<file path="config.mk">
export PLATFORM = sky130hd
export DESIGN_NAME = adcsq_top
export DESIGN_NICKNAME = d
export VERILOG_FILES = /design/src/rtl/adcsq_pkg.sv /design/src/rtl/adcsq_top.sv
export SDC_FILE = /design/constraint.sdc
export NUM_CORES = 1
export LEC_CHECK = 0
export BUFFER_PORTS_ARGS = -buffer_cell sky130_fd_sc_hd__buf_2
export CORE_MARGIN = 4
export CORE_UTILIZATION = 25
export CTS_BUF_LIST = sky130_fd_sc_hd__clkbuf_4 sky130_fd_sc_hd__clkbuf_8 sky130_fd_sc_hd__clkbuf_16
export DETAILED_ROUTE_END_ITERATION = 10
export GPL_TIMING_DRIVEN = 0
export HOLD_SLACK_MARGIN = 0.02
export PLACE_DENSITY_LB_ADDON = 0.2
export SETUP_SLACK_MARGIN = 0.4
export SYNTH_ARGS = -nofsm -noshare
export SYNTH_HDL_FRONTEND = slang
export SYNTH_SLANG_ARGS = --single-unit
</file>
<file path="constraint.sdc">
create_clock -name CLOCK -period 2 [get_ports CLOCK]
set_input_delay 0.2 -clock CLOCK [delete_from_list [all_inputs] [get_ports CLOCK]]
set_output_delay 0.2 -clock CLOCK [all_outputs]
set_load 0.005 [all_outputs]
</file>
<file path="src/rtl/adcsq_pkg.sv">
// package: register map, field layout, timing and types of the converter sequencer
package adcsq_pkg;
	// register byte addresses on apb
	localparam logic [7:0] OFS_CTRL   = 8'h00;
	localparam logic [7:0] OFS_SEL    = 8'h04;
	localparam logic [7:0] OFS_RES_LO = 8'h08;
	localparam logic [7:0] OFS_RES_HI = 8'h0C;
	localparam logic [7:0] OFS_STAT   = 8'h10;
	localparam logic [7:0] OFS_CLR    = 8'h14;
	localparam logic [7:0] OFS_IEN    = 8'h18;
	localparam logic [7:0] OFS_SLEEP  = 8'h1C;
	localparam logic [7:0] OFS_PRESC  = 8'h20;
	// control register bit positions
	localparam int CTRL_EN_BIT    = 0;
	localparam int CTRL_START_BIT = 1;
	localparam int CTRL_FREE_BIT  = 2;
	// status / clear / enable layout
	localparam int EV_DONE_BIT = 0;
	localparam int EV_WAKE_BIT = 1;
	localparam int EV_WIDTH    = 2;
	// sleep command codes written to the sleep register
	localparam logic [1:0] SLP_NONE  = 2'h0;
	localparam logic [1:0] SLP_IDLE  = 2'h1;
	localparam logic [1:0] SLP_NOISE = 2'h2;
	localparam logic [1:0] SLP_DEEP  = 2'h3;
	// reset values
	localparam logic [7:0] SEL_RESET   = 8'h00;
	localparam logic [7:0] PRESC_RESET = 8'h01;
	// conversion lengths in converter clocks
	localparam int CONV_NORMAL_CLKS = 13;
	localparam int CONV_FIRST_CLKS  = 25;
	// result coding limits
	localparam logic [9:0] CODE_MAX_SE = 10'h3FF;
	localparam logic [9:0] CODE_MIN_DF = 10'h200;
	localparam logic [9:0] CODE_MAX_DF = 10'h1FF;
	// channel/gain codes from this up to DIFF_LAST are differential (below the fixed inputs)
	localparam logic [4:0] DIFF_FIRST = 5'h08;
	localparam logic [4:0] DIFF_LAST  = 5'h1D;

	// analog front-end request
	typedef struct packed {
		logic [1:0] ref_sel;
		logic [4:0] chan_sel;
		logic       sample;
		logic       busy;
	} adcsq_afe_type;

	// sequencer states
	typedef enum logic [1:0] {
		ST_IDLE,
		ST_WAIT_EDGE,
		ST_CONVERT
	} adcsq_state_type;
endpackage

</file>
<file path="src/rtl/adcsq_top.sv">
// converter sequencing, sleep conversion and result coding behind an apb slave
`timescale 1ns/100ps
module adcsq_top
	import adcsq_pkg::*;
#(
	parameter int PRESC_W = 8
)
(
	input  wire logic              CLOCK,
	input  wire logic              RST,
	input  wire logic              PSEL,
	input  wire logic              PENABLE,
	input  wire logic              PWRITE,
	input  wire logic [7:0]        PADDR,
	input  wire logic [31:0]       PWDATA,
	output logic                   PREADY,
	output logic [31:0]            PRDATA,
	output logic                   PSLVERR,
	input  wire logic              CPU_HALTED,
	input  wire logic              WAKE_EVENT,
	input  wire logic signed [11:0] AFE_CODE,
	output adcsq_afe_type          AFE_REQ,
	output logic                   CPU_SLEEP,
	output logic                   IRQ
);
	// refuse prescaler widths the compare cannot serve
	if (PRESC_W < 1 || PRESC_W > 8)
	begin : g_bad_presc
		$error("adcsq_top: PRESC_W must be 1..8");
	end

	// software-visible and internal sequencer state
	logic                 en_r, en_nxt;             // converter enable
	logic                 start_r, start_nxt;       // conversion start bit
	logic                 free_r, free_nxt;         // free-running mode
	logic [7:0]           sel_r, sel_nxt;           // buffered input select register
	logic [6:0]           lock_r, lock_nxt;         // selection seen by the front end
	logic [9:0]           res_r, res_nxt;           // last completed result
	logic [EV_WIDTH-1:0]  stat_r, stat_nxt;         // sticky events
	logic [EV_WIDTH-1:0]  ien_r, ien_nxt;           // interrupt enables
	logic [PRESC_W-1:0]   pdiv_r, pdiv_nxt;         // prescaler divide value
	logic [PRESC_W-1:0]   pcnt_r, pcnt_nxt;         // prescaler counter
	logic                 first_r, first_nxt;       // next conversion is the long one
	logic [4:0]           cyc_r, cyc_nxt;           // converter clocks left
	logic                 sleep_r, sleep_nxt;       // processor held asleep
	logic                 slpconv_r, slpconv_nxt;   // conversion owed to sleep entry
	logic [31:0]          rdata_r, rdata_nxt;       // read data register
	logic                 ready_r, ready_nxt;       // access phase answer
	logic                 err_r, err_nxt;           // answer to unmapped address or to write of result/status
	logic                 irq_r, irq_nxt;           // interrupt line
	logic                 samp_r, samp_nxt;         // sample strobe to front end
	adcsq_state_type      st_r, st_nxt;             // sequencer state
	logic                 busy_r, busy_nxt;         // conversion in progress, to front end
	logic                 cdiff_r, cdiff_nxt;       // sampled channel is a differential pair

	logic       wr, rd, tick;                       // bus strobes, converter clock tick
	logic [9:0] coded;                              // coded result of front-end value

	assign wr   = PSEL && PENABLE && PWRITE && !ready_r;
	assign rd   = PSEL && PENABLE && !PWRITE && !ready_r;
	assign tick = en_r && (pcnt_r == 0);

	// result coding from the front end's signed raw value
	always_comb
	begin
		if (cdiff_r)
		begin
			// two's complement with its sign in the top bit
			if (AFE_CODE > 12'sd511)
				coded = CODE_MAX_DF;
			else if (AFE_CODE < -12'sd512)
				coded = CODE_MIN_DF;
			else
				coded = AFE_CODE[9:0];
		end
		else
		begin
			// unsigned, ground at zero, saturating above reference
			if (AFE_CODE < 12'sd0)
				coded = 10'h000;
			else if (AFE_CODE > 12'sd1023)
				coded = CODE_MAX_SE;
			else
				coded = AFE_CODE[9:0];
		end
	end

	// next-state logic for bus, sequencer, sleep and interrupt
	always_comb
	begin
		en_nxt      = en_r;
		start_nxt   = start_r;
		free_nxt    = free_r;
		sel_nxt     = sel_r;
		lock_nxt    = lock_r;
		res_nxt     = res_r;
		stat_nxt    = stat_r;
		ien_nxt     = ien_r;
		pdiv_nxt    = pdiv_r;
		first_nxt   = first_r;
		cyc_nxt     = cyc_r;
		sleep_nxt   = sleep_r;
		slpconv_nxt = slpconv_r;
		st_nxt      = st_r;
		cdiff_nxt   = cdiff_r;
		samp_nxt    = 1'b0;
		rdata_nxt   = 32'h0000_0000;
		ready_nxt   = 1'b0;
		err_nxt     = 1'b0;
		// prescaler runs only while enabled, held at zero otherwise
		if (!en_r || pcnt_r >= pdiv_r)
			pcnt_nxt = '0;
		else
			pcnt_nxt = pcnt_r + 1'b1;

		// register writes
		if (wr)
		begin
			ready_nxt = 1'b1;
			case (PADDR)
				OFS_CTRL:
				begin
					en_nxt   = PWDATA[CTRL_EN_BIT];
					free_nxt = PWDATA[CTRL_FREE_BIT];
					if (PWDATA[CTRL_START_BIT])
						start_nxt = 1'b1;
					// enabling arms the long first conversion
					if (PWDATA[CTRL_EN_BIT] && !en_r)
						first_nxt = 1'b1;
				end
				OFS_SEL:   sel_nxt  = PWDATA[7:0];
				OFS_CLR:   stat_nxt = stat_r & ~PWDATA[EV_WIDTH-1:0];
				OFS_IEN:   ien_nxt  = PWDATA[EV_WIDTH-1:0];
				OFS_PRESC: pdiv_nxt = PWDATA[PRESC_W-1:0];
				OFS_SLEEP:
				begin
					// noise/idle sleep with preconditions arms a conversion
					if ((PWDATA[1:0] == SLP_IDLE || PWDATA[1:0] == SLP_NOISE)
						&& en_r && !start_r && !free_r && ien_r[EV_DONE_BIT])
						slpconv_nxt = 1'b1;
					// any other sleep state leaves enable alone
					sleep_nxt = (PWDATA[1:0] != SLP_NONE);
				end
				default:   err_nxt  = 1'b1;
			endcase
		end
		else if (rd)
		begin
			ready_nxt = 1'b1;
			case (PADDR)
				OFS_CTRL:   rdata_nxt = {29'h0, free_r, start_r, en_r};
				OFS_SEL:    rdata_nxt = {24'h0, sel_r};
				OFS_RES_LO: rdata_nxt = {24'h0, res_r[7:0]};
				OFS_RES_HI: rdata_nxt = {30'h0, res_r[9:8]};
				OFS_STAT:   rdata_nxt = {{(32-EV_WIDTH){1'b0}}, stat_r};
				OFS_IEN:    rdata_nxt = {{(32-EV_WIDTH){1'b0}}, ien_r};
				OFS_SLEEP:  rdata_nxt = {31'h0, sleep_r};
				OFS_PRESC:  rdata_nxt = {{(32-PRESC_W){1'b0}}, pdiv_r};
				OFS_CLR:    rdata_nxt = 32'h0000_0000;
				default:    err_nxt   = 1'b1;
			endcase
		end

		// a wake event ends sleep; staying awake until the next command
		if (sleep_r && WAKE_EVENT)
		begin
			sleep_nxt = 1'b0;
			stat_nxt[EV_WAKE_BIT] = 1'b1;
		end
		// sleep conversion begins once the processor has stopped
		if (slpconv_r && CPU_HALTED && st_r == ST_IDLE)
		begin
			start_nxt   = 1'b1;
			slpconv_nxt = 1'b0;
		end

		// selection follows the buffer while not converting
		if (st_r != ST_CONVERT)
			lock_nxt = {sel_r[7:6], sel_r[4:0]};

		// conversion sequencer
		case (st_r)
			ST_IDLE:
				if (en_r && start_nxt)
					st_nxt = ST_WAIT_EDGE;
			ST_WAIT_EDGE:
				// start on the next converter clock edge
				if (tick)
				begin
					cyc_nxt   = first_r ? 5'(CONV_FIRST_CLKS - 1) : 5'(CONV_NORMAL_CLKS - 1);
					first_nxt = 1'b0;
					samp_nxt  = 1'b1;
					st_nxt    = ST_CONVERT;
				end
			ST_CONVERT:
				if (tick)
				begin
					// reopen selection in the last clock before completion
					if (cyc_r == 5'd1)
						lock_nxt = {sel_r[7:6], sel_r[4:0]};
					if (cyc_r == 5'd0)
					begin
						// completion: result and flag together, start cleared only when not free-running
						res_nxt = coded;
						stat_nxt[EV_DONE_BIT] = 1'b1;
						if (free_r)
						begin
							// free-run restarts on the lock just reloaded
							cyc_nxt  = 5'(CONV_NORMAL_CLKS - 1);
							samp_nxt = 1'b1;
						end
						else
						begin
							start_nxt = 1'b0;
							st_nxt    = ST_IDLE;
						end
					end
					else
						cyc_nxt = cyc_r - 1'b1;
				end
			default: st_nxt = ST_IDLE;
		endcase

		// disabling terminates any conversion
		if (!en_nxt)
		begin
			st_nxt    = ST_IDLE;
			start_nxt = 1'b0;
		end
		// coding follows the channel that was sampled, not the lock reopened since
		if (samp_nxt)
			cdiff_nxt = (lock_nxt[4:0] >= DIFF_FIRST) && (lock_nxt[4:0] <= DIFF_LAST);
		busy_nxt = (st_nxt == ST_CONVERT);
		irq_nxt = |(stat_nxt & ien_nxt);
	end

	// register all state
	always_ff @(posedge CLOCK or posedge RST)
	begin
		if (RST)
		begin
			en_r      <= 1'b0;
			start_r   <= 1'b0;
			free_r    <= 1'b0;
			sel_r     <= SEL_RESET;
			lock_r    <= 7'h00;
			res_r     <= 10'h000;
			stat_r    <= '0;
			ien_r     <= '0;
			pdiv_r    <= PRESC_W'(PRESC_RESET);
			pcnt_r    <= '0;
			first_r   <= 1'b1;
			cyc_r     <= 5'd0;
			sleep_r   <= 1'b0;
			slpconv_r <= 1'b0;
			rdata_r   <= 32'h0000_0000;
			ready_r   <= 1'b0;
			err_r     <= 1'b0;
			irq_r     <= 1'b0;
			samp_r    <= 1'b0;
			st_r      <= ST_IDLE;
			busy_r    <= 1'b0;
			cdiff_r   <= 1'b0;
		end
		else
		begin
			en_r      <= en_nxt;
			start_r   <= start_nxt;
			free_r    <= free_nxt;
			sel_r     <= sel_nxt;
			lock_r    <= lock_nxt;
			res_r     <= res_nxt;
			stat_r    <= stat_nxt;
			ien_r     <= ien_nxt;
			pdiv_r    <= pdiv_nxt;
			pcnt_r    <= pcnt_nxt;
			first_r   <= first_nxt;
			cyc_r     <= cyc_nxt;
			sleep_r   <= sleep_nxt;
			slpconv_r <= slpconv_nxt;
			rdata_r   <= rdata_nxt;
			ready_r   <= ready_nxt;
			err_r     <= err_nxt;
			irq_r     <= irq_nxt;
			samp_r    <= samp_nxt;
			st_r      <= st_nxt;
			busy_r    <= busy_nxt;
			cdiff_r   <= cdiff_nxt;
		end
	end

	// outputs straight from flip-flops
	assign PREADY            = ready_r;
	assign PRDATA            = rdata_r;
	assign PSLVERR           = err_r;
	assign IRQ               = irq_r;
	assign CPU_SLEEP         = sleep_r;
	assign AFE_REQ           = '{ref_sel: lock_r[6:5], chan_sel: lock_r[4:0],
	                             sample: samp_r, busy: busy_r};
endmodule

</file>
==> results.md, run 1 <==
- Antenna Nets Post-Route: 0
- Via count: 3496
- Hold WS: 0.0761 ns
- Setup TNS: 0 ns
- Sequential fraction of the synthesis area: 44.0%
- Placed cell count: 731
- Unrepaired setup endpoints after global routing: yes
- Status: finished, final reports clean
- Power per cell area: around 610 nW/um2
- Drt drc: 0
- Max Cap Viol: 0
- Worst slew pin tran: 0.728 ns
- Most frequent cells in the layout: 69 x dfrtp_1, 58 x nand2_1, 53 x buf_2
- Via density: approximately 4.5
- Initial core utilization: approximately 26%
- Kind of critical path: register to register
- Largest net degree at the start of global routing: 43
- First-pass GRT wire length: 18500 um
- Syn. warnings: 0
- Combinational Power Share: 8.4%
- Internal power: 2.57 mW
- Syn_area_per_cell: ~9.4 um2
- Commonest non-fill, non-tap cell in the layout: dfrtp_1
- Period utilization: 96.8%
- DRT Pass-1 Iters: 4
- Fmax: 516 MHz
- Chip Height: 136 um
- Net Sw Power: between 0.8 and 0.9 mW
- Share of layout cells above drive strength 1: a little under two fifths
- Netlist cell types: 64
- Final Max Slew Viols: 0
- Sequential power share: 43.4%
- Placed Instance Area: 4830 um2
- Core area: between 15000 and 20000 um2
- Async SR Flop Fraction: 100%
- Cell Rows: 46
- Min cycle time layout: roughly 1.9 ns
- Endpoints failing setup: 0
- Final cell count without fillers: 770
- Worst vdd ir: 407 uV
- Number of synthesized register bits: 72
- Vias in the first global route: ~3600
- WL per Instance: about 15 um
- Worst hold path class: input pin to register
- Clk_lat worst skew: 0.34 ns
- TritonCTS buffer count: 9
- Antenna violations before repair: 0
- Grt total ovfl: 0
- Die area: 18500 um2
- Crit. End Element: register
- Total power: 3.42 mW
- Net Sw Frac: roughly 25%
- Area Overhead vs Synth: 36.3%
- Leak Pwr: 2.59 nW
- CTS root buf: clkbuf_16
- Required time worst endpoint: 2.22 ns
- Detailed Place HPWL: 8460 um
- Final Hold Vio Count: 0
- Clk network pwr share: about half
- GRT Total Usage: 12.5%
- Clk pin slew, worst setup/hold paths: 0.06 ns
- Post-Layout Inst Area: 5590 um2
- Inserted Diodes: 0
- Post-Route Skew: 0.00840 ns
- PortBufs: 53
- DRT iter0 DRCs: 240
- I/O pins: 104
- Nets: 626
- EDFF count, synth: 0
- Max transition margin: 51.4%
- H-tree depth: 3
- Mapped cell area: 4100 um2
- Drt total wl: 11300 um
- Cell count after synthesis: ~440
- TritonCTS clock tree: done
- CTS Buffer Depth: 2
- Synth Flop Type: dfrtp_1
- WP data arrival: around 2.2 ns
- Routability cong.: 0.836
- Worst setup SP type: register
- # clock sinks: 72
- Critical Path Fanout Max: 4
- Die X: 136 um
==> metrics by stage <==
stage	setup slack (ns)	util [%]
6_report	0.0633	35.0
2_1_floorplan	0.150	-
3_5_place_dp	-0.173	30.2
5_1_grt	0.0106	35.0
3_3_place_gp	-0.172	30.1
4_1_cts	0.0401	34.0
==> final timing paths <==
check | startpoint | endpoint | slack [ns] | depth (start not counted)
worst max-delay path | pcnt_r[5]$_DFF_PP0_ | cdiff_r$_DFFE_PP0P_ | 0.06 | 5
worst min-delay path | WAKE_EVENT | CPU_SLEEP$_DFFE_PP0P_ | 0.08 | 2
worst max register to register | pcnt_r[5]$_DFF_PP0_ | cdiff_r$_DFFE_PP0P_ | 0.06 | 5
min in group asynchronous | RST | samp_r$_DFF_PP0_ | 0.54 | 3
worst min register to register | slpconv_r$_DFFE_PP0P_ | slpconv_r$_DFFE_PP0P_ | 0.48 | 1
max in group asynchronous | RST | PRDATA[4]$_DFF_PP0_ | 0.82 | 4
==> worst max-delay path, cell delays in order (launching register included) <==
cell	delay, ns
dfrtp_1	0.38
or4_4	0.57
nor2_4	0.18
a31oi_4	0.18
mux2i_2	0.22
mux2_4	0.27
==> per-layer routing <==
layer	GRT usage (%)	wire (um)
met1	15.0	4890
met2	22.3	5770
met4	4.82	206
met3	2.29	476
met5	0	0
==> area by class of cell <==
type / count / area, um2
fill: 1666 / 10400
multi-input combinational: 325 / 2360
sequential: 72 / 1810
timing repair buffer: 76 / 477
buffer: 41 / 285
tap: 216 / 270
clock buffer: 9 / 225
inverter: 24 / 93.8
clock inverter: 7 / 80.1
==> synth_stat cells, types with 2 or more instances <==
cell type	instances	area share [%]
a31oi_1	5	0.76
and3_1	2	0.30
dfstp_2	2	1.3
ha_1	18	5.5
a21oi_1	19	2.3
mux2_1	6	1.6
nand3_1	12	1.5
nor2b_1	4	0.61
clkbuf_1	11	1.0
a21o_1	3	0.55
mux2_2	16	4.4
xnor2_1	5	1.1
nand2_1	59	5.4
buf_4	26	4.8
nor3_1	7	0.85
nand4_1	4	0.61
nor2_2	2	0.30
o21ai_0	18	2.2
a211oi_1	3	0.55
nand2b_1	3	0.46
dfrtp_1	70	43
nor4_1	2	0.30
a22o_1	6	1.3
inv_1	23	2.1
mux2i_1	5	1.2
or4_1	4	0.73
buf_1	3	0.27
o21ai_1	17	2.1
or2_1	2	0.30
a22oi_1	8	1.5
nor2_1	38	3.5
o31ai_1	3	0.55
==> sequential cells by signal, indices dropped and copies added, names as in the netlist, 2 cells and up <==
signal / flops
pdiv_r: 8
lock_r: 7
st_r: 2
res_r: 10
stat_r: 2
ien_r: 2
pcnt_r: 8
sel_r: 8
cyc_r: 5
PRDATA: 8
==> repair_timing <==
| item | in CTS | in global routing |
|---|---|---|
| setup endpoints to repair | 53 | 50 |
| hold buffers | 1 | 0 |
| resized for setup | 36 | 24 |
| gates cloned | 1 | 0 |
| pin swaps | 7 | 8 |
| buffers inserted | 16 | 5 |
| hold endpoints to repair | 23 | 0 |
==> logic make-up (layout without fill, tap and decap cells) <==
kind of cell               after synthesis  after routing  synth area share [%]
adders and majority gates               18             18                  5.49
other                                    1             24                0.0914
buffers and inverters                   65            157                  8.35
muxes                                   28             28                  7.80
xor gates and xnor gates                 6              6                  1.28
AOI/OAI and AO/OA                       95             96                  14.8
DFF                                     72             72                  44.0
and+or+nand+nor                        153            153                  18.2
==> power groups by stage <==
| stage | logic [mW] | clock network (mW) | registers [mW] |
|---|---|---|---|
| floorplan | 0.164 | 0 | 1.51 |
| global placement | 0.257 | 0 | 1.51 |
| detailed placement | 0.265 | 0 | 1.51 |
| CTS | 0.281 | 1.67 | 1.48 |
| global route | 0.322 | 1.75 | 1.48 |
| finish | 0.288 | 1.65 | 1.48 |
Note: power is estimated with default switching activity, not from simulation.
==> run 2, diff against run 1 <==
--- a/config.mk
+++ b/config.mk
@@ -10,7 +10,6 @@
 export CORE_UTILIZATION = 25
 export CTS_BUF_LIST = sky130_fd_sc_hd__clkbuf_4 sky130_fd_sc_hd__clkbuf_8 sky130_fd_sc_hd__clkbuf_16
 export DETAILED_ROUTE_END_ITERATION = 10
-export GPL_TIMING_DRIVEN = 0
 export HOLD_SLACK_MARGIN = 0.02
 export PLACE_DENSITY_LB_ADDON = 0.2
 export SETUP_SLACK_MARGIN = 0.4
==> run 2 against run 1 <==
Compared with the run above:
- maximum frequency shrank 1.4%
- worst setup slack worse by 0.027 ns
- sequential cell count unchanged
==> results.md, run 2 (synthesis gave the netlist of run 1 again) <==
- Leak Pwr: 2.64 nW
- Crit. End Element: register
- WL per Instance: 14.9 um
- Power per cell area: approximately 630 nW/um2
- Vias in the first global route: around 3400
- Worst-case reg-to-reg path depth: 8
- Critical Path Fanout Max: 3
- Drt drc: 0
- Inserted Diodes: 0
- TritonCTS clock tree: done
- Routability cong.: roughly 0.84
- Antenna Nets Post-Route: 0
- Drt total wl: 11300 um
- Chip Height: 136 um
- Max transition margin: 65.3%
- H-tree depth: 3
- Nets: 616
- First-pass GRT wire length: between 15000 and 20000 um
- Origin of the critical flop-to-flop path: pcnt_r[2]$_DFF_PP0_
- Multi-input logic area: ~2400 um2
- R2r setup slk: 0.04 ns
- Via density: 4.48
- GRT Total Usage: 12.5%
- Endpoints failing setup: 0
- Clk_lat worst skew: 0.33 ns
- Min-delay src: WAKE_EVENT
- I/O pins: 104
- Worst hold path endpoint: CPU_SLEEP$_DFFE_PP0P_
- Status: finished, final reports clean
- CTS root buf: clkbuf_16
- Worst hold path class: input pin to register
- Required time worst endpoint: approximately 2.3 ns
- Worst setup SP type: register
- Reg2reg end: IRQ$_DFF_PP0_
- Detailed Place HPWL: 8340 um
- PortBufs: 55
- Total power: 3.60 mW
- Most frequent cells in the layout: 69 x dfrtp_1, 55 x buf_2, 53 x nand2_1
- Commonest non-fill, non-tap cell in the layout: dfrtp_1
- Grt total ovfl: 0
- Period utilization: 98.2%
- Share of layout cells above drive strength 1: 38.1%
- Antenna violations before repair: 0
- Via count: 3404
- Unrepaired setup endpoints after global routing: yes
- CTS Buffer Depth: 2
- Top reg by flops: res_r
- Post-Layout Inst Area: 5710 um2
- Core area: between 15000 and 20000 um2
- Cell Rows: 46
- Largest net degree at the start of global routing: 73
- Die area: 18500 um2
- Initial core utilization: 25.6%
- Max Cap Viol: 0
- Final Hold Vio Count: 0
- Post-Route Skew: roughly 0.0083 ns
- # clock sinks: 72
- Final Max Slew Viols: 0
- Min cycle time layout: 1.96 ns
- Fmax: 509 MHz
- Reg area: 1810 um2
- Hold WS: 0.0925 ns
- Kind of critical path: register to register
- Clk pin slew, worst setup/hold paths: 0.06 ns
- Max reg flops: 10
- DRT Pass-1 Iters: 4
- Worst slew pin tran: 0.520 ns
- Worst vdd ir: 296 uV
- WP data arrival: 2.24 ns
- Filler instances: 1670
- Hold Path Depth: 2
- Die X: between 100 and 150 um
- TritonCTS buffer count: 9
- DRT iter0 DRCs: 120
- Placed Instance Area: just under 5000 um2
- Final Core Density: 35.7%
- Area Overhead vs Synth: 39.1%
-- run 2: report_power, final --
part / internal (mW) / total, mW / switching (mW)
Combinational: 0.101 / 0.262 / 0.161
Clock: 1.22 / 1.86 / 0.636
Sequential: 1.47 / 1.48 / 0.0104
Total: 2.79 / 3.60 / 0.808
-- run 2: what timing repair did --
| action | 4_1_cts | 5_1_grt |
|---|---|---|
| endpoints found under the setup margin | 50 | 56 |
| hold buffers | 1 | 0 |
| endpoints found under the hold margin | 70 | 0 |
| gates resized for setup | 49 | 23 |
| pin swaps | 20 | 8 |
| gates cloned | 3 | 1 |
| buffers inserted | 10 | 6 |
-- run 2: worst max-delay path by stage --
stage	slack (ns)	start	depth (start not counted)	to
2_1_floorplan	0.15	pcnt_r[4]$_DFF_PP0_	5	busy_r$_DFF_PP0_
4_1_cts	0.04	pcnt_r[2]$_DFF_PP0_	6	cdiff_r$_DFFE_PP0P_
3_5_place_dp	0.02	pcnt_r[4]$_DFF_PP0_	5	busy_r$_DFF_PP0_
6_report	0.04	pcnt_r[2]$_DFF_PP0_	8	IRQ$_DFF_PP0_
5_1_grt	-0.02	pcnt_r[2]$_DFF_PP0_	8	IRQ$_DFF_PP0_
3_3_place_gp	0.02	pcnt_r[4]$_DFF_PP0_	7	cdiff_r$_DFFE_PP0P_
-- run 2: area by class of cell --
type / instances / area share, %
Clock inverter: 7 / 2.08
Timing Repair Buffer: 107 / 14.3
Sequential cell: 72 / 31.6
Multi-Input combinational cell: 325 / 41.7
Clock buffer: 9 / 3.94
Inverter: 24 / 1.64
Tap cell: 216 / 4.73
-- run 2: worst max-delay path, cell delays in order (launching register included) --
cell and delay (ns):
dfrtp_1 0.39, or4_4 0.58, nor2_4 0.13, buf_6 0.12, buf_6 0.10, nand3_4 0.12
buf_6 0.16, a21boi_4 0.14, a2bb2o_4 0.19
-- run 2: stage by stage --
step           cells  TNS, ns  setup WS [ns]
4_1_cts          753        0         0.0398
6_report         760        0         0.0367
5_1_grt          760  -0.0626        -0.0165
2_1_floorplan    461        0          0.150
3_5_place_dp     723        0         0.0176
3_3_place_gp     723        0         0.0212
-- run 2: metal layers --
metal  GRT usage [%]  vias to the layer above  routed length (um)
met3            2.07                       16                 388
met4            5.21                        0                 250
met5               0                        -                   0
met2            21.5                       72                5760
met1            15.4                     1633                4900
li1                -                     1683                   -
==> run 3, diff against run 2 <==
==> constraint.sdc (replaced) <==
create_clock -name CLOCK -period 2.2 [get_ports CLOCK]
set_input_delay 0.22 -clock CLOCK [delete_from_list [all_inputs] [get_ports CLOCK]]
set_output_delay 0.22 -clock CLOCK [all_outputs]
set_load 0.005 [all_outputs]
==> run 3 against run 2 <==
Compared with the run above:
- global-route usage is 0.85 points lower
- maximum frequency grew 3.1%
- worst setup slack better by 0.26 ns
- count of clock-buffer cells in the layout unchanged
- via count shrank 3.1%
- sequential power decreased by 9%
- critical path depth is 2 lower
- combinational power is 17% lower
- first-iteration DRC count up 31%
- core utilization shrank 2.6 points
- non-clock buffer count decreased by 16
- power down 16%
- critical endpoint is now cdiff_r$_DFFE_PP0P_
==> results.md, run 3 (synthesis gave the netlist of run 1 again) <==
- Status: finished, final reports clean
- Combinational Power Share: approximately 7.2%
- Die area: 18500 um2
- Final Hold Vio Count: 0
- Period utilization: between 80% and 90%
- Grt total ovfl: 0
- Antenna violations before repair: 0
- Power per cell area: 568 nW/um2
- Via count: 3297
- Kind of critical path: register to register
- Leak Pwr: 2.46 nW
- CP Cell Sequence: or4_4 > nor2_4 > nand2_1 > nor2_1 > buf_4 > mux2_4
- Final Max Slew Viols: 0
- CP delay by family, top: simple AND/OR/NAND/NOR gates
- First-pass GRT wire length: 17000 um
- Net Sw Frac: about a quarter
- Net Sw Power: roughly 0.71 mW
- Drt drc: 0
- Crit. End Element: register
- Final cell count without fillers: 743
- Max transition margin: 65.7%
- Max Cap Viol: 0
- Routability cong.: 0.767
- Nets: 599
- Total power: 3.01 mW
- H-tree depth: 3
- Commonest non-fill, non-tap cell in the layout: dfrtp_1
- Chip Height: between 100 and 150 um
- Die X: 136 um
- Top reg by flops: res_r
- Detailed Place HPWL: ~8000 um
- Post-Route Skew: 0.00751 ns
- Via density: 4.44
- Share of layout cells above drive strength 1: 31.7%
- PnR worst setup slack: 0.296 ns
- GRT Total Usage: around 12%
- PortBufs: 55
- Sequential power share: about 45%
- Cell Rows: 46
- Initial core utilization: 25.6%
- Min cycle time layout: 1.90 ns
- Fmax: between 500 and 600 MHz
- Clk_lat worst skew: 0.33 ns
- Hold WS: 0.0925 ns
- CTS root buf: clkbuf_16
- Largest net degree at the start of global routing: 73
- Internal power: 2.30 mW
- TritonCTS buffer count: 9
- # clock sinks: 72
- Worst slew pin tran: 0.515 ns
- Antenna Nets Post-Route: 0
- Clk network pwr share: 48.0%
- WP data arrival: 2.12 ns
- Core area: 16000 um2
- Worst Path Buf+Inv: 1
- Pre-CTS WS: 0.132 ns
- Worst setup SP type: register
- Vias in the first global route: 3316
- Placed cell count: 708
- DRT iter0 DRCs: 157
- Unrepaired setup endpoints after global routing: yes
- Slowest CP cell: or4_4
- Inserted Diodes: 0
- CTS Buffer Depth: 2
- Area Overhead vs Synth: 29.0%
- Drt total wl: roughly 11000 um
- DRT Pass-1 Iters: 5
- Setup TNS: 0 ns
- TritonCTS clock tree: done
- Worst hold path class: input pin to register
- Endpoints failing setup: 0
- Worst vdd ir: between 300 and 400 uV
- I/O pins: roughly 100
- Max reg flops: 10
- Required time worst endpoint: 2.41 ns
- WL per Instance: about 14 um
- Critical Path Fanout Max: 5
- Worst path max stage delay: 0.58 ns
- Most frequent cells in the layout: 69 x dfrtp_1, 59 x nand2_1, 55 x buf_2
- Clk pin slew, worst setup/hold paths: roughly 0.06 ns
-- run 3: cell types whose count changed in the layout (fill, tap and decap cells not counted), moves of 4 or more --
cell and change:
nand2_1 +6, buf_6 -9, buf_4 -4, a21oi_1 +6
a21oi_2 -4
-- run 3: cell type report --
cell class              instances  area [um2]
clock buffers                   9         225
inverters                      24        93.8
repair buffers                 91         597
multi-input cells             324        2230
flip-flops and latches         72        1810
fillers                      1699       10700
well taps                     216         270
clock inverters                 7        72.6
-- run 3: repair_timing --
action                                 in CTS  in global routing
endpoints found under the hold margin      66                  0
setup endpoints to repair                  33                 32
pin swaps                                   6                  6
gates resized for setup                    20                 16
hold buffers                                1                  0
setup buffers                               9                  9
-- run 3: per-layer routing --
| layer | vias up | wire length, um | global-route usage, % |
|---|---|---|---|
| li1 | 1646 | - | - |
| met1 | 1573 | 4670 | 14.7 |
| met2 | 65 | 5350 | 19.4 |
| met3 | 13 | 400 | 2.92 |
| met4 | 0 | 154 | 3.70 |
| met5 | - | 0 | 0 |
-- run 3: path summary, 6_finish.rpt --
kind                                  startpoint                     to  slack [ns]  depth (start not counted)
setup / recovery             pcnt_r[2]$_DFF_PP0_    cdiff_r$_DFFE_PP0P_        0.30                          6
hold / removal                        WAKE_EVENT  CPU_SLEEP$_DFFE_PP0P_        0.09                          2
setup reg to reg             pcnt_r[2]$_DFF_PP0_    cdiff_r$_DFFE_PP0P_        0.30                          6
hold reg to reg            slpconv_r$_DFFE_PP0P_  slpconv_r$_DFFE_PP0P_        0.48                          1
max in group asynchronous                    RST  pdiv_r[0]$_DFFE_PP1P_        1.33                          4
min in group asynchronous                    RST    PRDATA[0]$_DFF_PP0_        0.55                          4
-- run 3: metrics by stage --
stage                     area (um2)  util (%)
after floorplan                 4230         -
after global placement          4650      29.1
after detailed placement        4650      29.1
after CTS                       5160      32.3
after global routing            5300      33.1
final                           5300      33.1
-- run 3: worst register-to-register path: stages (launching register included) --
cell     delay [ns]
dfrtp_1        0.38
or4_4          0.58
nor2_4         0.20
nand2_1        0.08
nor2_1         0.11
buf_4          0.14
mux2_4         0.29
-- run 3: power by group through the flow --
stage                     clock network, mW  registers, mW  logic (mW)
after global placement                    0           1.37       0.206
after detailed placement                  0           1.37       0.208
final                                  1.44           1.35       0.217
after floorplan                           0           1.37       0.146
after CTS                              1.50           1.35       0.218
after global routing                   1.56           1.35       0.246
